## src/shared/dsr_pkg.sv

```systemverilog
// shared constants for the device settings register block
package dsr_pkg;
  // bus and register map
  localparam int          DATA_W         = 32;
  localparam int          ADDR_W         = 4;
  localparam logic [3:0]  SETTINGS_ADDR  = 4'h0;   // device_settings, read/write
  localparam logic [3:0]  STATUS_ADDR    = 4'h4;   // filtered fault flags, read only
  localparam logic [1:0]  RESP_OKAY      = 2'h0;
  localparam logic [1:0]  RESP_SLVERR    = 2'h2;

  // device_settings fields
  localparam int          SET_W          = 12;
  localparam int          REV_COMP_BIT   = 11;
  localparam int          BT_HIGH_BIT    = 10;
  localparam int          BT_LOW_BIT     = 9;
  localparam int          DCC_TEN_BIT    = 2;
  localparam int          DCC_NINE_BIT   = 1;
  localparam int          DCC_LOW8_BIT   = 0;
  localparam logic [11:0] SETTINGS_RESET = 12'h007;

  // channels
  localparam int          NUM_CH         = 10;
  localparam int          FILT_FIRST     = 6;      // channel 7, zero based
  localparam int          NUM_FILT       = 4;      // channels 7 to 10

  // timing, 20 MHz clock
  localparam int          CLK_MHZ        = 20;
  localparam int          STD_FILTER_US  = 150;
  localparam int          BLIND_SHORT_US = 2500;
  localparam int          BLIND_LONG_US  = 5000;
  localparam int          STD_FILTER_CYC  = STD_FILTER_US * CLK_MHZ;
  localparam int          BLIND_SHORT_CYC = BLIND_SHORT_US * CLK_MHZ;
  localparam int          BLIND_LONG_CYC  = BLIND_LONG_US * CLK_MHZ;
  localparam int          CNT_W          = 17;
endpackage : dsr_pkg

```

## src/rtl/dsr_fault_filter.sv

```systemverilog
// fault qualification counter for one channel
`timescale 1ns/100ps
module dsr_fault_filter
  import dsr_pkg::*;
#(
  parameter int CW = CNT_W
) (
  // clock and reset
  input  wire logic          aclk,
  input  wire logic          aresetn,
  // control
  input  wire logic          enable,      // detection allowed
  input  wire logic [CW-1:0] limit,       // cycles the fault must persist
  // fault in and out
  input  wire logic          fault_in,    // already synchronised
  output logic               fault_out    // qualified fault
);
  logic [CW-1:0] count;  // cycles the fault has persisted

  // count while the raw fault stands; any drop restarts the wait
  always_ff @(posedge aclk) begin
    if (!aresetn || !enable || !fault_in) begin
      count <= '0;
    end else if (count < limit) begin
      count <= count + 1'b1;
    end
  end

  // flag once the full time has passed; a shorter limit mid-wait acts at once
  always_ff @(posedge aclk) begin
    if (!aresetn || !enable || !fault_in) begin
      fault_out <= 1'b0;
    end else if (count >= limit) begin
      fault_out <= 1'b1;
    end
  end
endmodule : dsr_fault_filter

```

## src/rtl/dsr_settings.sv

```systemverilog
// device settings register with axi4-lite slave and channel diagnosis controls
//
// Function
// - reverse bit enables comparison, all channels
// - blind bits pick 150us, 2.5ms or 5ms
// - bit0 ch1-8, bit1 ch9, bit2 ch10
// - zero: no current, off-state detection off
// - one: current and both detections on; default one
`timescale 1ns/100ps
module dsr_settings
  import dsr_pkg::*;
#(
  parameter int STD_CYC   = STD_FILTER_CYC,   // standard filter length
  parameter int SHORT_CYC = BLIND_SHORT_CYC,  // short off-state blind time
  parameter int LONG_CYC  = BLIND_LONG_CYC    // long off-state blind time
) (
  // clock and reset
  input  wire logic              aclk,
  input  wire logic              aresetn,
  // axi4-lite write address
  input  wire logic [ADDR_W-1:0] awaddr,
  input  wire logic [2:0]        awprot,
  input  wire logic              awvalid,
  output logic                   awready,
  // axi4-lite write data
  input  wire logic [DATA_W-1:0] wdata,
  input  wire logic [3:0]        wstrb,
  input  wire logic              wvalid,
  output logic                   wready,
  // axi4-lite write response
  output logic [1:0]             bresp,
  output logic                   bvalid,
  input  wire logic              bready,
  // axi4-lite read address
  input  wire logic [ADDR_W-1:0] araddr,
  input  wire logic [2:0]        arprot,
  input  wire logic              arvalid,
  output logic                   arready,
  // axi4-lite read data
  output logic [DATA_W-1:0]      rdata,
  output logic [1:0]             rresp,
  output logic                   rvalid,
  input  wire logic              rready,
  // channel state and raw off-state faults from the output stages
  input  wire logic [NUM_CH-1:0] ch_on,
  input  wire logic [NUM_CH-1:0] offstate_fault_raw,
  // controls to the output stages
  output logic                   reverse_current_comp_enable,
  output logic [NUM_CH-1:0]      diag_current_en,
  output logic [NUM_CH-1:0]      offstate_diag_en,
  output logic [NUM_CH-1:0]      onstate_diag_en,
  // qualified faults, channels 7 to 10
  output logic [NUM_FILT-1:0]    offstate_fault
);
  // register contents and timing limits
  logic [SET_W-1:0]    device_settings;  // the settings word
  logic [CNT_W-1:0]    lim_std;          // standard filter in cycles
  logic [CNT_W-1:0]    lim_short;        // 2.5 ms blind in cycles
  logic [CNT_W-1:0]    lim_long;         // 5 ms blind in cycles
  // write channel holding
  logic                aw_full;          // address captured
  logic                w_full;           // data captured
  logic [ADDR_W-1:0]   aw_q;             // captured address
  logic [DATA_W-1:0]   w_q;              // captured data
  logic [3:0]          ws_q;             // captured strobes
  logic                wr_commit;        // both halves present, slot free
  logic                wr_ok;            // commit is to a legal target
  // synchronisers for pins
  logic [NUM_CH-1:0]   on_s1, on_s2;     // channel state
  logic [NUM_CH-1:0]   flt_s1, flt_s2;   // raw faults
  // aliases of fields
  logic                dcc_low8;
  logic                dcc_nine;
  logic                dcc_ten;
  logic [1:0]          blind_sel;        // {high, low}

  assign lim_std   = CNT_W'(STD_CYC);
  assign lim_short = CNT_W'(SHORT_CYC);
  assign lim_long  = CNT_W'(LONG_CYC);

  assign dcc_low8  = device_settings[DCC_LOW8_BIT];
  assign dcc_nine  = device_settings[DCC_NINE_BIT];
  assign dcc_ten   = device_settings[DCC_TEN_BIT];
  assign blind_sel = {device_settings[BT_HIGH_BIT], device_settings[BT_LOW_BIT]};

  // ---------------- write path ----------------
  // each half held until the pair is complete; nothing new while a response waits
  assign awready   = !aw_full && !bvalid;
  assign wready    = !w_full && !bvalid;
  assign wr_commit = aw_full && w_full && !bvalid;
  // a settings write needs both low lanes so the word changes in one step
  assign wr_ok     = (aw_q == SETTINGS_ADDR) && (ws_q[1:0] == 2'h3);

  // capture write address
  always_ff @(posedge aclk) begin
    if (!aresetn) begin
      aw_full <= 1'b0;
      aw_q    <= '0;
    end else if (awvalid && awready) begin
      aw_full <= 1'b1;
      aw_q    <= awaddr;
    end else if (wr_commit) begin
      aw_full <= 1'b0;
    end
  end

  // capture write data
  always_ff @(posedge aclk) begin
    if (!aresetn) begin
      w_full <= 1'b0;
      w_q    <= '0;
      ws_q   <= '0;
    end else if (wvalid && wready) begin
      w_full <= 1'b1;
      w_q    <= wdata;
      ws_q   <= wstrb;
    end else if (wr_commit) begin
      w_full <= 1'b0;
    end
  end

  // settings word; reserved bits are stored as written so reads match
  always_ff @(posedge aclk) begin
    if (!aresetn) begin
      device_settings <= SETTINGS_RESET;
    end else if (wr_commit && wr_ok) begin
      device_settings <= w_q[SET_W-1:0];
    end
  end

  // write response; status offset is read only, so writes there fail too
  always_ff @(posedge aclk) begin
    if (!aresetn) begin
      bvalid <= 1'b0;
      bresp  <= RESP_OKAY;
    end else if (wr_commit) begin
      bvalid <= 1'b1;
      bresp  <= wr_ok ? RESP_OKAY : RESP_SLVERR;
    end else if (bready) begin
      bvalid <= 1'b0;
    end
  end

  // ---------------- read path ----------------
  assign arready = !rvalid;

  // read data is registered; unmapped offsets answer slverr with zero data
  always_ff @(posedge aclk) begin
    if (!aresetn) begin
      rvalid <= 1'b0;
      rdata  <= '0;
      rresp  <= RESP_OKAY;
    end else if (arvalid && arready) begin
      rvalid <= 1'b1;
      case (araddr)
        SETTINGS_ADDR: begin
          rdata <= {{(DATA_W-SET_W){1'b0}}, device_settings};
          rresp <= RESP_OKAY;
        end
        STATUS_ADDR: begin
          rdata <= {{(DATA_W-NUM_FILT){1'b0}}, offstate_fault};
          rresp <= RESP_OKAY;
        end
        default: begin
          rdata <= '0;
          rresp <= RESP_SLVERR;
        end
      endcase
    end else if (rready) begin
      rvalid <= 1'b0;
    end
  end

  // ---------------- channel controls ----------------
  // outputs follow the register directly: effective the cycle after commit
  assign reverse_current_comp_enable = device_settings[REV_COMP_BIT];
  // channels 1-8 share one bit, 9 and 10 have their own
  assign diag_current_en  = {dcc_ten, dcc_nine, {8{dcc_low8}}};
  // off-state detection only while diagnosis current flows
  assign offstate_diag_en = diag_current_en;
  // overcurrent and overtemperature never switched off by these bits
  assign onstate_diag_en  = {NUM_CH{1'b1}};

  // pin synchronisers; first stage feeds only the second
  always_ff @(posedge aclk) begin
    if (!aresetn) begin
      on_s1  <= '0;
      on_s2  <= '0;
      flt_s1 <= '0;
      flt_s2 <= '0;
    end else begin
      on_s1  <= ch_on;
      on_s2  <= on_s1;
      flt_s1 <= offstate_fault_raw;
      flt_s2 <= flt_s1;
    end
  end

  // ---------------- filters for channels 7 to 10 ----------------
  logic [CNT_W-1:0] ch_limit [NUM_FILT];  // selected wait per channel

  genvar g;
  generate
    for (g = 0; g < NUM_FILT; g++) begin : g_filt
      // blind time only stretches the off state; on state keeps standard filter
      always_comb begin
        if (!blind_sel[0] || on_s2[FILT_FIRST+g]) begin
          ch_limit[g] = lim_std;
        end else if (blind_sel[1]) begin
          ch_limit[g] = lim_long;
        end else begin
          ch_limit[g] = lim_short;
        end
      end

      dsr_fault_filter #(
        .CW(CNT_W)
      ) u_filt (
        .aclk     (aclk),
        .aresetn  (aresetn),
        .enable   (offstate_diag_en[FILT_FIRST+g]),
        .limit    (ch_limit[g]),
        .fault_in (flt_s2[FILT_FIRST+g]),
        .fault_out(offstate_fault[g])
      );
    end
  endgenerate

  // ---------------- assertions ----------------
  property p_rev_follows;
    @(posedge aclk) disable iff (!aresetn)
      wr_commit && wr_ok |=> reverse_current_comp_enable == $past(w_q[REV_COMP_BIT]);
  endproperty
  a_rev_follows: assert property (p_rev_follows)
    else $error("reverse comparison enable does not follow write");

  property p_group_split;
    @(posedge aclk) disable iff (!aresetn)
      wr_commit && wr_ok |=> diag_current_en[7:0] == {8{$past(w_q[0])}}
        && diag_current_en[8] == $past(w_q[1]) && diag_current_en[9] == $past(w_q[2]);
  endproperty
  a_group_split: assert property (p_group_split)
    else $error("diagnosis current group mapping wrong");

  property p_off_no_fault;
    @(posedge aclk) disable iff (!aresetn)
      !offstate_diag_en[NUM_CH-1] |=> !offstate_fault[NUM_FILT-1];
  endproperty
  a_off_no_fault: assert property (p_off_no_fault)
    else $error("fault reported with off-state diagnosis disabled");

  property p_onstate_kept;
    @(posedge aclk) disable iff (!aresetn)
      $fell(diag_current_en[0]) |-> onstate_diag_en == {NUM_CH{1'b1}};
  endproperty
  a_onstate_kept: assert property (p_onstate_kept)
    else $error("on-state diagnosis dropped");

  property p_on_enables;
    @(posedge aclk) disable iff (!aresetn)
      dcc_ten |-> diag_current_en[9] && offstate_diag_en[9];
  endproperty
  a_on_enables: assert property (p_on_enables)
    else $error("diagnosis not enabled with control bit set");

  property p_blind_sel;
    @(posedge aclk) disable iff (!aresetn)
      blind_sel == 2'h3 && !on_s2[FILT_FIRST] |-> ch_limit[0] == lim_long;
  endproperty
  a_blind_sel: assert property (p_blind_sel)
    else $error("long blind time not selected");

  property p_std_sel;
    @(posedge aclk) disable iff (!aresetn)
      blind_sel[0] == 1'b0 |-> ch_limit[3] == lim_std;
  endproperty
  a_std_sel: assert property (p_std_sel)
    else $error("standard filter not selected");

  property p_readback;
    @(posedge aclk) disable iff (!aresetn)
      arvalid && arready && araddr == SETTINGS_ADDR
        |=> rvalid && rdata[SET_W-1:0] == $past(device_settings);
  endproperty
  a_readback: assert property (p_readback)
    else $error("settings read back wrong");

  property p_wr_resp;
    @(posedge aclk) disable iff (!aresetn)
      awvalid && awready && wvalid && wready |-> ##[1:2] bvalid;
  endproperty
  a_wr_resp: assert property (p_wr_resp)
    else $error("write response late");

  // the word only moves on an accepted write, never on a refused one
  property p_settings_hold;
    @(posedge aclk) disable iff (!aresetn)
      !(wr_commit && wr_ok) |=> $stable(device_settings);
  endproperty
  a_settings_hold: assert property (p_settings_hold)
    else $error("settings changed without an accepted write");

  c_write_ok: cover property (@(posedge aclk) disable iff (!aresetn) wr_commit && wr_ok);
  c_write_bad: cover property (@(posedge aclk) disable iff (!aresetn) wr_commit && !wr_ok);
  c_fault: cover property (@(posedge aclk) disable iff (!aresetn) $rose(offstate_fault[0]));
endmodule : dsr_settings

```

## config.mk

```make
export PLATFORM = sky130hd
export DESIGN_NAME = dsr_settings
export DESIGN_NICKNAME = d
export VERILOG_FILES = /design/src/shared/dsr_pkg.sv /design/src/rtl/dsr_fault_filter.sv /design/src/rtl/dsr_settings.sv
export SDC_FILE = /design/constraint.sdc
export NUM_CORES = 1
export LEC_CHECK = 0
export BUFFER_PORTS_ARGS = -buffer_cell sky130_fd_sc_hd__buf_4
export CAP_MARGIN = 40
export CORE_ASPECT_RATIO = 0.7
export CORE_MARGIN = 10
export CORE_UTILIZATION = 46
export CTS_CLUSTER_SIZE = 12
export DETAILED_ROUTE_END_ITERATION = 10
export GPL_ROUTABILITY_DRIVEN = 0
export PLACE_DENSITY = 0.76
export SLEW_MARGIN = 40
export SYNTH_ARGS = -nofsm -noshare
export SYNTH_HDL_FRONTEND = slang
export SYNTH_HIERARCHICAL = 1
export SYNTH_SLANG_ARGS = --single-unit
```

## constraint.sdc

```tcl
create_clock -name aclk -period 7.6 [get_ports aclk]
set_clock_uncertainty 0.2 [all_clocks]
set_input_delay 1.14 -clock aclk [delete_from_list [all_inputs] [get_ports aclk]]
set_output_delay 1.14 -clock aclk [all_outputs]
set_load 0.02 [all_outputs]
```

==> results of run 1 <==
[cell type report]
| type | instances | area, sq um | share of cell area |
|---|---|---|---|
| well taps | 231 | 289 | 0.0313 |
| multi-input cells | 692 | 4600 | 0.498 |
| flip-flops and latches | 136 | 2720 | 0.295 |
| clock buffers | 17 | 425 | 0.0461 |
| clock inverters | 15 | 199 | 0.0215 |
| inverters | 105 | 394 | 0.0427 |
| repair buffers | 81 | 608 | 0.0658 |
[metrics by stage]
stage | instances | util | setup slack [ns]
finish | 1277 | 0.538 | 4.03
global route | 1277 | 0.538 | 3.79
CTS | 1277 | 0.537 | 4.05
detailed placement | 1245 | 0.501 | 4.06
global placement | 1245 | 0.501 | 4.11
floorplan | 1013 | - | 4.86
[worst max-delay path: stages (launching register included)]
cell and delay, ns:
sky130_fd_sc_hd__dfxtp_1 0.63, sky130_fd_sc_hd__nand2b_1 0.17, sky130_fd_sc_hd__inv_1 0.15, sky130_fd_sc_hd__nand2b_1 0.10, sky130_fd_sc_hd__inv_1 0.08, sky130_fd_sc_hd__inv_1 0.05, sky130_fd_sc_hd__ha_1 0.30, sky130_fd_sc_hd__nand4_1 0.17
sky130_fd_sc_hd__nor3_1 0.11, sky130_fd_sc_hd__a2111oi_4 0.48, sky130_fd_sc_hd__o21ai_2 0.32, sky130_fd_sc_hd__or4_1 0.57, sky130_fd_sc_hd__a21oi_1 0.14
[cell usage after synthesis, types with 2 or more instances]
| cell | number |
|---|---|
| sky130_fd_sc_hd__clkbuf_1 | 12 |
| sky130_fd_sc_hd__o21ai_1 | 4 |
| sky130_fd_sc_hd__a211oi_1 | 4 |
| sky130_fd_sc_hd__nor4_2 | 4 |
| sky130_fd_sc_hd__buf_6 | 2 |
| sky130_fd_sc_hd__mux2i_1 | 16 |
| sky130_fd_sc_hd__dfxtp_1 | 136 |
| sky130_fd_sc_hd__nand2_1 | 97 |
| sky130_fd_sc_hd__or3_1 | 24 |
| sky130_fd_sc_hd__buf_2 | 10 |
| sky130_fd_sc_hd__o211ai_1 | 8 |
| sky130_fd_sc_hd__o2111ai_1 | 8 |
| sky130_fd_sc_hd__o21a_1 | 4 |
| sky130_fd_sc_hd__conb_1 | 2 |
| sky130_fd_sc_hd__or4_1 | 16 |
| sky130_fd_sc_hd__a32oi_1 | 8 |
| sky130_fd_sc_hd__a21oi_2 | 4 |
| sky130_fd_sc_hd__a21boi_0 | 22 |
| sky130_fd_sc_hd__nand4_1 | 28 |
| sky130_fd_sc_hd__inv_1 | 105 |
| sky130_fd_sc_hd__and2b_2 | 5 |
| sky130_fd_sc_hd__ha_1 | 72 |
| sky130_fd_sc_hd__o21ai_2 | 8 |
| sky130_fd_sc_hd__a21oi_1 | 50 |
| sky130_fd_sc_hd__and3_1 | 4 |
| sky130_fd_sc_hd__nor2b_1 | 16 |
| sky130_fd_sc_hd__and2_1 | 16 |
| sky130_fd_sc_hd__nor2_1 | 42 |
| sky130_fd_sc_hd__a31oi_1 | 4 |
| sky130_fd_sc_hd__nor4_1 | 8 |
| sky130_fd_sc_hd__nor3b_2 | 3 |
| sky130_fd_sc_hd__xor2_1 | 12 |
| sky130_fd_sc_hd__clkbuf_8 | 3 |
| sky130_fd_sc_hd__a2111oi_4 | 4 |
| sky130_fd_sc_hd__and4_1 | 4 |
| sky130_fd_sc_hd__nor3_1 | 17 |
| sky130_fd_sc_hd__o31ai_1 | 12 |
| sky130_fd_sc_hd__mux2_2 | 4 |
| sky130_fd_sc_hd__buf_4 | 52 |
| sky130_fd_sc_hd__nand2b_1 | 11 |
| sky130_fd_sc_hd__o31a_1 | 4 |
| sky130_fd_sc_hd__xnor2_1 | 8 |
| sky130_fd_sc_hd__nand3_1 | 44 |
| sky130_fd_sc_hd__o21ai_0 | 32 |
| sky130_fd_sc_hd__o211a_1 | 2 |
[metal layers]
| layer | share of wire | vias up | track usage |
|---|---|---|---|
| met5 | 0 | - | 0 |
| met4 | 0.019 | 0 | 0.0645 |
| met3 | 0.068 | 26 | 0.0447 |
| met2 | 0.44 | 174 | 0.252 |
| met1 | 0.47 | 3173 | 0.215 |
| li1 | - | 3401 | - |
[registers in the layout, indices dropped and copies added (netlist names)]
register and flops:
rdata 12, g_filt.u_filt/fault_out 4, w_full 1, ws_q 2, g_filt.u_filt/count 68, on_s2 4, rvalid 1, flt_s2 4
flt_s1 4, aw_full 1, device_settings 12, w_q 12, bvalid 1, rresp 1, aw_q 4, on_s1 4
bresp 1
[power groups by stage]
| stage | registers, uW | logic (uW) | clock network (uW) |
|---|---|---|---|
| 5_1_grt | 736 | 110 | 924 |
| 4_1_cts | 735 | 98.1 | 890 |
| 6_report | 735 | 98.9 | 877 |
| 3_3_place_gp | 751 | 95.7 | 0 |
| 2_1_floorplan | 750 | 79.7 | 0 |
| 3_5_place_dp | 751 | 97.7 | 0 |
[cell families after synthesis]
logic type,count (synthesis),share of synthesized area
and+or+nand+nor,345,0.229
other,2,0.000932
DFF,136,0.338
AOI/OAI and AO/OA,179,0.155
adders and majority gates,72,0.112
muxes,20,0.0255
xor gates and xnor gates,20,0.0217
buffers and inverters,185,0.119
[final timing paths]
| check | cells after the start | startpoint | end |
|---|---|---|---|
| hold reg to reg | 1 | on_s1[7]$_SDFF_PN0_ | on_s2[7]$_SDFF_PN0_ |
| setup reg to reg | 12 | device_settings[9]$_SDFFE_PN0P_ | g_filt[0].u_filt/count[12]$_SDFFE_PP0N_ |
| hold / removal | 1 | on_s1[7]$_SDFF_PN0_ | on_s2[7]$_SDFF_PN0_ |
| setup / recovery | 12 | device_settings[9]$_SDFFE_PN0P_ | g_filt[0].u_filt/count[12]$_SDFFE_PP0N_ |
==> results.txt, run 1 <==
The switching power of the nets is 439 uW. The setup TNS came out at 0 ns. The share of the yosys chip area belonging to registers came out at 0.338. Of all nets on the critical path, the largest fanout is 20. The actual slew at the worst max-slew pin came out at between 0.8 and 0.9 ns. The final routed wire length divided by cell count is 14.9 microns. The type of the worst min-delay path is reg -> reg.

The CTS tree is yes. The post-detailed-placement half-perimeter wirelength came out at 13.8 mm. The proportion of layout cells with a drive suffix above 1 is 0.142.

After synthesis, the mean cell area works out to 8.40 sq um. The die width is 178 microns. The cell-internal power is 1270 uW. Summed over all instances, the cell type with the most area after synthesis is sky130_fd_sc_hd__dfxtp_1. The number of nets still failing antenna checks after routing is 0. The die height is ~130 microns.

The number of flops mapped to enable cells by yosys is 0. The number of fillers in the final layout is between 1.5k and 2k. The largest net degree at the start of global routing is between 80 and 90.

The worst reg-to-reg setup slack is slightly above 4 ns. Across the run, the number of max-cap violations was 0. After floorplanning, the core was divided into 40 placement rows.

For the worst setup path, the data arrival time is approximately 3.7 ns. The critical path is of the reg -> reg type. The worst setup path is launched from a register. The total area inside the core boundary comes to ~0.017 sq mm. The total global-route track usage is 0.164. The post-CTS resize count is 0. The number of buffer cells added on primary ports came out at 80. With fillers left out, the area of the finished cells amounts to around 0.0092 sq mm. The power per standard cell area is 185 mW/mm^2.

The proportion of register bits with asynchronous set or reset after synthesis is 0. The layout net count came out at about 1.2k. The post-place instance area came out at between 0.008 and 0.009 sq mm.

The first-pass GRT wire length came out at around 31 mm. Across the VDD grid, the largest voltage drop is 0.112 mV. Buffers inserted during clock tree synthesis total 17. The share of total power consumed by net switching came out at 0.256. The worst path required time came out at 7.73 ns.

The standby leakage power came out at 0.00393 uW. Global routing finished with a remaining overflow of 0. The area share of the largest cell type after synthesis came out at 0.338.

The via count of the first global-routing pass came out at about 6.6k. The count of boundary I/O pins is around 150. The cell count after synthesis is roughly 960.

Synthesis inferred around 140 register bits. Leaving out fill and tap cells, the most frequent cell in the layout is sky130_fd_sc_hd__dfxtp_1. The peak clock frequency supported by timing is between 0.2 and 0.3 GHz. The minimum clock period is 3.57 ns. The per-cell via count in the routed design is 5.30. The flow ran to the end, and the final reports show no timing, DRC or antenna violations. The total via count after detailed routing came out at around 6.8k. The number of endpoints failing setup at the final stage is 0. Ranked by total cell area, the synthesized netlist is headed by sky130_fd_sc_hd__dfxtp_1 34%, sky130_fd_sc_hd__ha_1 11%, sky130_fd_sc_hd__inv_1 4.9%. For the worst-skew pair, the clock arrives at the later sink with an insertion delay of roughly 0.42 ns. The hold violation total from the final report came to 0. The clock sink total came out at 136. The share of total power dissipated in sequential elements is 0.430. Of the total power, combinational logic draws 0.058.

Of the total power, the clock network draws 0.512. The H-tree was split into 4 levels. After clock tree synthesis, the clock-pin slew on the worst setup and hold paths is ~0.07 ns. The hold buffer count at CTS came out at 0.

The initial antenna violation count is 0. For this configuration, the core starts out at a cell density of 0.470. The remaining routing DRC violations is 0.

The repair_antennas step left the layout with diodes totalling 0. Setup repair after global routing left no endpoint under its margin. The worst setup path is captured at a register.

After clock tree synthesis, the setup repair step added 0 buffers. The die covers 0.0233 sq mm. The area growth from synthesis to layout is 14.6%. The first routing iteration left about 460 violations. The count of pins over their slew limit was 0. The main flop type after synthesis is sky130_fd_sc_hd__dfxtp_1.

The library cells used most frequently in the layout, excluding fill and tap cells, are 135 x sky130_fd_sc_hd__dfxtp_1, 105 x sky130_fd_sc_hd__inv_1, 97 x sky130_fd_sc_hd__nand2_1. In this run, distinct cell masters in the synthesized netlist total 53. In the finished design, the share of the clock period the worst path needs comes to 0.469.

The overall power is ~1700 uW. The worst slew slack as a fraction of its limit came out at 0.463. The pre-antenna-repair detailed-routing pass consisted of 5 iterations.

The clock root buffer is sky130_fd_sc_hd__clkbuf_16. After synthesis the cells add up to slightly above 0.008 sq mm. The final hold slack came out at roughly 0.23 ns.

Summed over all layers, the routed wires come to ~19 mm. The maximum clock path buffer count came out at 2. The synthesis warning total came out at 6.
No activity file was read; power rests on OpenSTA's default activity.
==> inputs of run 2 (changes only) <==
--- a/config.mk
+++ b/config.mk
@@ -5,6 +5,7 @@
 export SDC_FILE = /design/constraint.sdc
 export NUM_CORES = 1
 export LEC_CHECK = 0
+export ABC_AREA = 1
 export BUFFER_PORTS_ARGS = -buffer_cell sky130_fd_sc_hd__buf_4
 export CAP_MARGIN = 40
 export CORE_ASPECT_RATIO = 0.7
@@ -13,7 +14,7 @@
 export CTS_CLUSTER_SIZE = 12
 export DETAILED_ROUTE_END_ITERATION = 10
 export GPL_ROUTABILITY_DRIVEN = 0
-export PLACE_DENSITY = 0.76
+export PLACE_DENSITY = 0.75
 export SLEW_MARGIN = 40
 export SYNTH_ARGS = -nofsm -noshare
 export SYNTH_HDL_FRONTEND = slang
==> constraint.sdc (replaced) <==
create_clock -name aclk -period 3.5 [get_ports aclk]
set_clock_uncertainty 0.2 [all_clocks]
set_input_delay 0.525 -clock aclk [delete_from_list [all_inputs] [get_ports aclk]]
set_output_delay 0.525 -clock aclk [all_outputs]
set_load 0.02 [all_outputs]
==> results.txt, run 2 <==
The flow ran to the end, and the final reports show no timing, DRC or antenna violations. The maximum clock path buffer count is 2 (unchanged). The remaining routing DRC violations is 0 (unchanged). The via count of the first global-routing pass came out at 7964 (+22%). The final routed wire length divided by cell count came out at 12.9 microns (-13%). By area the synthesized netlist is led by sky130_fd_sc_hd__dfxtp_1 28%, sky130_fd_sc_hd__nand2_1 11%, sky130_fd_sc_hd__ha_1 9.4%. The critical path starts at device_settings[9]$_SDFFE_PN0P_.

The total area of sequential cells came to 0.00272 sq mm (unchanged). The number of endpoints failing setup at the final stage came out at 0 (unchanged). The detailed router's first-iteration violation count came out at 548 (+20%). The final wirelength is 22.8 mm (+20%). The largest net degree at the start of global routing came out at 55 (-35%).

The post-route fraction of the period consumed by the critical path came to 0.812 (+0.342). The proportion of layout cells with a drive suffix above 1 came out at 0.190 (+0.0473). The peak clock frequency supported by timing came out at 0.352 GHz (+26%). The count of boundary I/O pins was 153 (unchanged). The final standard cell utilization of the core is 0.524 (-0.0142).

The biggest fanout along the worst timing path is 18 (-10%). The die height is 141 microns (+7.9%). By count the netlist is led by 292 x sky130_fd_sc_hd__nand2_1, 199 x sky130_fd_sc_hd__inv_1, 155 x sky130_fd_sc_hd__nor2_1. TritonCTS built the clock tree. The min-delay analysis places its worst path in the category in -> reg. The clock sink total came out at 136 (unchanged). The number of nets still failing antenna checks after routing was 0 (unchanged). The number of buffer cells added on primary ports came to 80 (unchanged).

The critical path depth in cells came out at 15 (+3). The area inside the core boundary came out at 0.0206 sq mm (+20%). The number of fillers in the final layout is 1958 (+26%). In the layout the commonest cells are 292 x sky130_fd_sc_hd__nand2_1, 199 x sky130_fd_sc_hd__inv_1, 155 x sky130_fd_sc_hd__nor2_1.

The first-pass GRT wire length is 38.3 mm (+22%). The detailed-router iteration count before antenna repair came out at 5 (unchanged). Setup repair after global routing left no endpoint under its margin. The setup TNS was 0 ns (unchanged). The maximum vdd ir drop was 0.216 mV (+93%). The number of standard-cell rows in the floorplan came to 44 (+10%). The total global-route track usage is 0.169 (+0.00531). The initial antenna violation count came to 0 (unchanged). The post-place instance area is 0.0102 sq mm (+19%).

The H-tree depth reported by CTS came out at 4 (unchanged). The count of buffer and inverter cells on the critical path came out at 5 (+2). The hold violation total from the final report is 0 (unchanged). The startpoint of the lowest-slack register-to-register path is device_settings[9]$_SDFFE_PN0P_. The category of the most critical setup path is reg -> reg. The count of cells along the worst hold path is 3 (+2). The clock transition at the registers of the reported paths is 0.07 ns (about the same). The layout net count came to 1617 (+37%). Among cell families on the critical path, the largest total delay comes from simple AND/OR/NAND/NOR gates. The number of distinct library cell variants in the gate-level netlist after synthesis is 31 (-42%). The library cell used most frequently in the layout, excluding fill and tap cells, is sky130_fd_sc_hd__nand2_1. The count of pins over their slew limit came out at 0 (unchanged). The cell area after layout was 0.0108 sq mm (+17%). The worst setup path is launched from a register.

The arrival time reported for the critical path endpoint is 2.97 ns (-0.73 ns). The worst slew slack as a fraction of its limit is 0.535 (+0.0726). The die width came out at 193 microns (+8.2%). The signal on the critical path passes through inv_1, nor2_1, inv_1, nor2_1, inv_1, ha_1, nand2_2, nor2_4, nand3_4, clkinv_1, nand2_4, nand2_4, inv_1, nor2_1, nor2_1. The TritonCTS buffer count is 17 (unchanged). The effective utilization at floorplan is 0.466 (-0.00335). The cell count after synthesis came out at 1387 (+45%).

The total via count after detailed routing is 8530 (+26%). The share of the yosys chip area belonging to registers was 0.283 (-0.0549). The standby leakage power came out at 0.00493 uW (+26%). The average cell area after synthesis is 6.94 sq um (-17%). The non-filler instance count after layout is 1757 (+38%). The power per standard cell area came out at 343 mW/mm^2 (+85%). The insertion delay to the later sink of the worst-skew pair is 0.44 ns (+0.02 ns). The number of flops mapped to enable cells by yosys came out at 0 (unchanged). The cell with the largest stage delay on the worst path is sky130_fd_sc_hd__dfxtp_1.

The antenna cell count was 0 (unchanged). The floorplan die area came out at 0.0272 sq mm (+17%). The total global routing overflow came out at 0 (unchanged). Compared with the post-synthesis result, the final layout area differs by 12.4%. The worst setup path is captured at a register.

The hold buffer count at CTS was 0 (unchanged). The per-cell via count in the routed design is 4.85 (-8.5%). The clock root buffer is sky130_fd_sc_hd__clkbuf_16. The post-detailed-placement half-perimeter wirelength came to 16.9 mm (+22%). The area of the multi-input gates was 0.00569 sq mm (+24%). The cell taking the most area after synthesis is sky130_fd_sc_hd__dfxtp_1. Among all flip-flop cells after synthesis, the most frequent one is sky130_fd_sc_hd__dfxtp_1. Yosys instantiated no cell more often than sky130_fd_sc_hd__nand2_1. The depth of the worst register-to-register path came out at 15 (+3).

The proportion of register bits with asynchronous set or reset after synthesis was 0 (unchanged). The minimum setup slack in the final design came out at 0.659 ns (-3.37 ns). The post-synthesis sequential element count is 136 (unchanged). The synthesis warning total came out at 6 (unchanged). The actual slew at the worst max-slew pin came to 0.694 ns (-0.111 ns). The number of max-cap violations came to 0 (unchanged). The number of setup buffers added after CTS is 0 (unchanged). The area of the mapped netlist is 0.00962 sq mm (+19%). The post-CTS resize count came out at 0 (unchanged). The biggest cell delay along the critical path came to 0.33 ns (-0.30 ns). The placement-stage worst setup slack came out at 0.690 ns (-3.37 ns). The worst path required time came out at 3.63 ns (-4.10 ns). The flip-flop count of the largest register, all copies and words added came out at 68 (unchanged). The minimum clock period is 2.84 ns (-0.727 ns). The area share of the largest cell type after synthesis came to 0.283 (-0.0549). The total instance count after detailed placement is 1725 (+39%). Ranked by flip-flop count, first place goes to g_filt.u_filt/count.

The worst hold path begins at offstate_fault_raw[6].
-- run 2: cells by family after synthesis --
logic type      count (synthesis)  synth area share
simple gates                  711             0.355
fa+ha+maj                      72            0.0936
compound gates                148            0.0956
other cells                     2          0.000780
flops                         136             0.283
xor+xnor                       28            0.0255
buf+inv                       290             0.147
-- run 2: path summary, 6_finish.rpt --
kind	to	slack [ns]
max reg2reg	g_filt[1].u_filt/count[1]$_SDFFE_PP0N_	0.66
min reg2reg	on_s2[7]$_SDFF_PN0_	0.21
min	flt_s1[6]$_SDFF_PN0_	0.07
max	g_filt[1].u_filt/count[1]$_SDFFE_PP0N_	0.66
-- run 2: where the power goes --
| part | total, uW | internal [uW] | switching [uW] |
|---|---|---|---|
| clock | 1850 | 1090 | 767 |
| sequential | 1600 | 1590 | 18.0 |
| combinational | 255 | 84.6 | 170 |
-- run 2: metal layers --
layer / vias to the layer above / GRT usage / wire length (microns)
met5: - / 0 / 0
met4: 0 / 0.0521 / 354
met3: 24 / 0.0362 / 1200
met2: 185 / 0.265 / 10100
met1: 3872 / 0.226 / 11100
li1: 4449 / - / -
-- run 2: stage by stage --
stage / hold slack [ns] / power, uW
after floorplan: 0.190 / 1840
after global placement: 0.193 / 1880
after detailed placement: 0.199 / 1890
after CTS: 0.0602 / 3740
after global routing: 0.0722 / 3840
final: 0.0734 / 3710
-- run 2: area by class of cell --
type / instances / area share
multi-input combinational: 1015 / 0.527
timing repair buffer: 89 / 0.0618
tap: 276 / 0.0319
clock inverter: 14 / 0.0147
clock buffer: 18 / 0.0406
sequential: 136 / 0.252
inverter: 209 / 0.0725
-- run 2: worst register-to-register path: cells and delay by family, from the launching register on --
| family | cells | cell delay (ns) |
|---|---|---|
| adders and majority gates | 1 | 0.32 |
| DFF | 1 | 0.33 |
| buffers and inverters | 5 | 0.53 |
| and+or+nand+nor | 9 | 1.34 |
==> inputs of run 3 (changes only) <==
--- a/config.mk
+++ b/config.mk
@@ -14,7 +14,7 @@
 export CTS_CLUSTER_SIZE = 12
 export DETAILED_ROUTE_END_ITERATION = 10
 export GPL_ROUTABILITY_DRIVEN = 0
-export PLACE_DENSITY = 0.75
+export PLACE_DENSITY = 0.78
 export SLEW_MARGIN = 40
 export SYNTH_ARGS = -nofsm -noshare
 export SYNTH_HDL_FRONTEND = slang
==> constraint.sdc (replaced) <==
create_clock -name aclk -period 2.38 [get_ports aclk]
set_clock_uncertainty 0.2 [all_clocks]
set_input_delay 0.357 -clock aclk [delete_from_list [all_inputs] [get_ports aclk]]
set_output_delay 0.357 -clock aclk [all_outputs]
set_load 0.02 [all_outputs]
==> results.txt, run 3 (synthesis gave the netlist of run 2 again) <==
The power per standard cell area is 447 mW/mm^2 (+30%). The fraction of power consumed by the clock network is 0.497 (-0.002). The minimum setup slack in the final design is -0.143 ns (-0.802 ns).

The nature of the critical path endpoint is a register. The CTS tree is yes. The clock sink total is 136 (unchanged). The count of cells along the worst hold path came to 3 (unchanged). The biggest fanout along the worst timing path was 8 (-10).

The number of nets still failing antenna checks after routing is 0 (unchanged). The startpoint of the lowest-slack register-to-register path is device_settings[9]$_SDFFE_PN0P_. The layout net count is 1689 (+4.5%). Leaving out fill and tap cells, the most frequent cells in the layout are 268 x sky130_fd_sc_hd__nand2_1, 178 x sky130_fd_sc_hd__inv_1, 135 x sky130_fd_sc_hd__nor2_1.

The post-route fraction of the period consumed by the critical path was 1.06 (+0.248). The number of fillers in the final layout was 1709 (-13%). The floorplan die area came out at 0.0272 sq mm (unchanged). The startpoint class of the critical path is a register. The detailed router's first-iteration violation count came to 832 (+52%). The TritonCTS buffer count is 17 (unchanged). The die height is 141 microns (unchanged).

The insertion delay to the later sink of the worst-skew pair came to 0.43 ns (about the same). In this run the most critical hold path is launched from awaddr[1]. The initial antenna violation count came out at 0 (unchanged). The final wirelength is 26.3 mm (+16%). The worst setup path is of the reg -> reg kind. The effective utilization at floorplan came out at 0.466 (unchanged). The final standard cell utilization of the core is 0.598 (+0.0738). The peak clock frequency supported by timing came out at 0.396 GHz (+13%). The count of boundary I/O pins came out at 153 (unchanged). The proportion of layout cells with a drive suffix above 1 is 0.283 (+0.0936). The via count of the first global-routing pass came out at 8133 (+2.1%). CTS placed an instance of sky130_fd_sc_hd__clkbuf_16 at the clock tree root. The library cell used most frequently in the layout, excluding fill and tap cells, is sky130_fd_sc_hd__nand2_1. For hold timing, the worst endpoint is aw_q[1]$_SDFFE_PN0P_. The cell area after layout came out at 0.0123 sq mm (+14%).

The worst reg-to-reg setup slack is -0.14 ns (-0.80 ns). The minimum clock period is 2.52 ns (-0.318 ns). The share of total power in combinational logic came out at 0.075 (+0.006). The number of max-cap violations is 0 (unchanged). The maximum vdd ir drop is 0.417 mV (+93%). The total global-route track usage is 0.177 (+0.00815). The number of buffer cells added on primary ports is 80 (unchanged).

The depth of the worst register-to-register path came out at 15 (unchanged). The first-pass GRT wire length came out at 40.0 mm (+4.6%). The flip-flop count of the largest register, all copies and words added is 68 (unchanged).

The final routed wire length divided by cell count is 14.4 microns (+11%). The hold violation total from the final report was 0 (unchanged). The total via count after detailed routing was 9203 (+7.9%). The switching power of the nets is 1370 uW (+44%). The count of pins over their slew limit came out at 0 (unchanged). The number of standard-cell rows in the floorplan is 44 (unchanged). The clock transition at the registers of the reported paths is 0.06 ns (about the same). The worst path required time is 2.53 ns (-1.10 ns). The overall power is 5520 uW (+49%). The part of the power in registers came to 0.428 (-0.004). The endpoint of the most critical register-to-register path is g_filt[2].u_filt/count[12]$_SDFFE_PP0N_. The register name with the most flops is g_filt.u_filt/count.

The post-place instance area is 0.0106 sq mm (+3.5%). In this run the worst hold path is classified as in -> reg. The die width is 193 microns (unchanged). The largest net degree at the start of global routing is 33 (-40%). Setup repair after global routing could not meet its margin everywhere. The number of endpoints failing setup at the final stage came to 31 (+31). The post-detailed-placement half-perimeter wirelength came out at 17.5 mm (+3.5%). The setup TNS was -1.54 ns (-1.54 ns).

The maximum clock path buffer count is 2 (unchanged). The H-tree depth reported by CTS is 4 (unchanged). The cell-internal power came out at 4150 uW (+50%). The checks that failed: negative setup slack.

The per-cell via count in the routed design came to 5.03 (+3.6%). The antenna cell count is 0 (unchanged). The standby leakage power came out at 0.00555 uW (+13%).

The area inside the core boundary is 0.0206 sq mm (unchanged). The arrival time reported for the critical path endpoint came to 2.67 ns (-0.30 ns). The area growth from synthesis to layout is 28.2%.

The actual slew at the worst max-slew pin came out at 0.626 ns (-0.0685 ns). The share of total power consumed by net switching came out at 0.249 (-0.00877). The total global routing overflow came out at 0 (unchanged). The detailed-router iteration count before antenna repair is 5 (unchanged). The worst slew slack as a fraction of its limit came to 0.581 (+0.0459). The remaining routing DRC violations came to 0 (unchanged). The run finished, with violations left.
[run 3: layer usage]
metal  track usage  part of all wire  vias to the layer above
met5             0                 0                        -
met4        0.0366             0.013                        0
met3        0.0412             0.069                       32
met2         0.283              0.48                      276
met1         0.238              0.44                     4297
li1              -                 -                     4598
[run 3: through the flow]
stage / std cells / setup WS (ns) / hold WS [ns]
2_1_floorplan: 1441 / 0.0869 / 0.190
6_report: 1829 / -0.143 / 0.00540
3_5_place_dp: 1761 / -0.247 / 0.204
5_1_grt: 1829 / -0.216 / 0.0122
4_1_cts: 1817 / -0.00249 / 0.00215
3_3_place_gp: 1761 / -0.167 / 0.195
[run 3: worst max-delay path by stage]
stage                                    start                                      end  slack, ns  cells past startpoint
6_report       device_settings[9]$_SDFFE_PN0P_  g_filt[2].u_filt/count[12]$_SDFFE_PP0N_      -0.14                     15
5_1_grt        device_settings[9]$_SDFFE_PN0P_  g_filt[2].u_filt/count[12]$_SDFFE_PP0N_      -0.22                     17
4_1_cts        device_settings[9]$_SDFFE_PN0P_  g_filt[0].u_filt/count[10]$_SDFFE_PP0N_     -0.002                     14
3_5_place_dp   device_settings[9]$_SDFFE_PN0P_  g_filt[2].u_filt/count[11]$_SDFFE_PP0N_      -0.25                     14
3_3_place_gp   device_settings[9]$_SDFFE_PN0P_   g_filt[1].u_filt/count[1]$_SDFFE_PP0N_      -0.17                     15
2_1_floorplan  device_settings[9]$_SDFFE_PN0P_   g_filt[0].u_filt/count[2]$_SDFFE_PP0N_       0.09                     14
[run 3: power groups by stage]
| stage | Clock, uW | Combinational, uW | Sequential (uW) |
|---|---|---|---|
| 3_5_place_dp | 0 | 375 | 2410 |
| 2_1_floorplan | 0 | 286 | 2410 |
| 6_report | 2740 | 415 | 2360 |
| 4_1_cts | 2790 | 401 | 2360 |
| 3_3_place_gp | 0 | 367 | 2410 |
| 5_1_grt | 2880 | 458 | 2360 |
[run 3: critical path, stage by stage (launching register included)]
cell,delay [ns]
sky130_fd_sc_hd__dfxtp_4,0.37
sky130_fd_sc_hd__inv_8,0.06
sky130_fd_sc_hd__nor2_4,0.14
sky130_fd_sc_hd__inv_4,0.06
sky130_fd_sc_hd__nor2_2,0.12
sky130_fd_sc_hd__buf_6,0.13
sky130_fd_sc_hd__inv_1,0.07
sky130_fd_sc_hd__ha_4,0.22
sky130_fd_sc_hd__nand2_1,0.06
sky130_fd_sc_hd__a21oi_1,0.06
sky130_fd_sc_hd__nor2_1,0.13
sky130_fd_sc_hd__nand2_2,0.08
sky130_fd_sc_hd__nor2_4,0.26
sky130_fd_sc_hd__clkbuf_16,0.22
sky130_fd_sc_hd__nand3_1,0.09
sky130_fd_sc_hd__a21oi_1,0.16
[run 3: final cells by class]
cell class / count / area (sq um) / area share
multi-input cells: 1016 / 6310 / 0.511
flip-flops and latches: 136 / 2730 / 0.221
repair buffers: 160 / 1530 / 0.124
inverters: 209 / 820 / 0.0664
clock buffers: 19 / 433 / 0.0351
well taps: 276 / 345 / 0.0280
clock inverters: 13 / 170 / 0.0138
[run 3: repair_timing]
action	in CTS	in global routing
gates cloned	2	5
buffers inserted	5	8
gates resized for setup	52	126
setup endpoints to repair	72	72
pin swaps	13	49
endpoints found under the hold margin	17	0
hold buffers	17	0
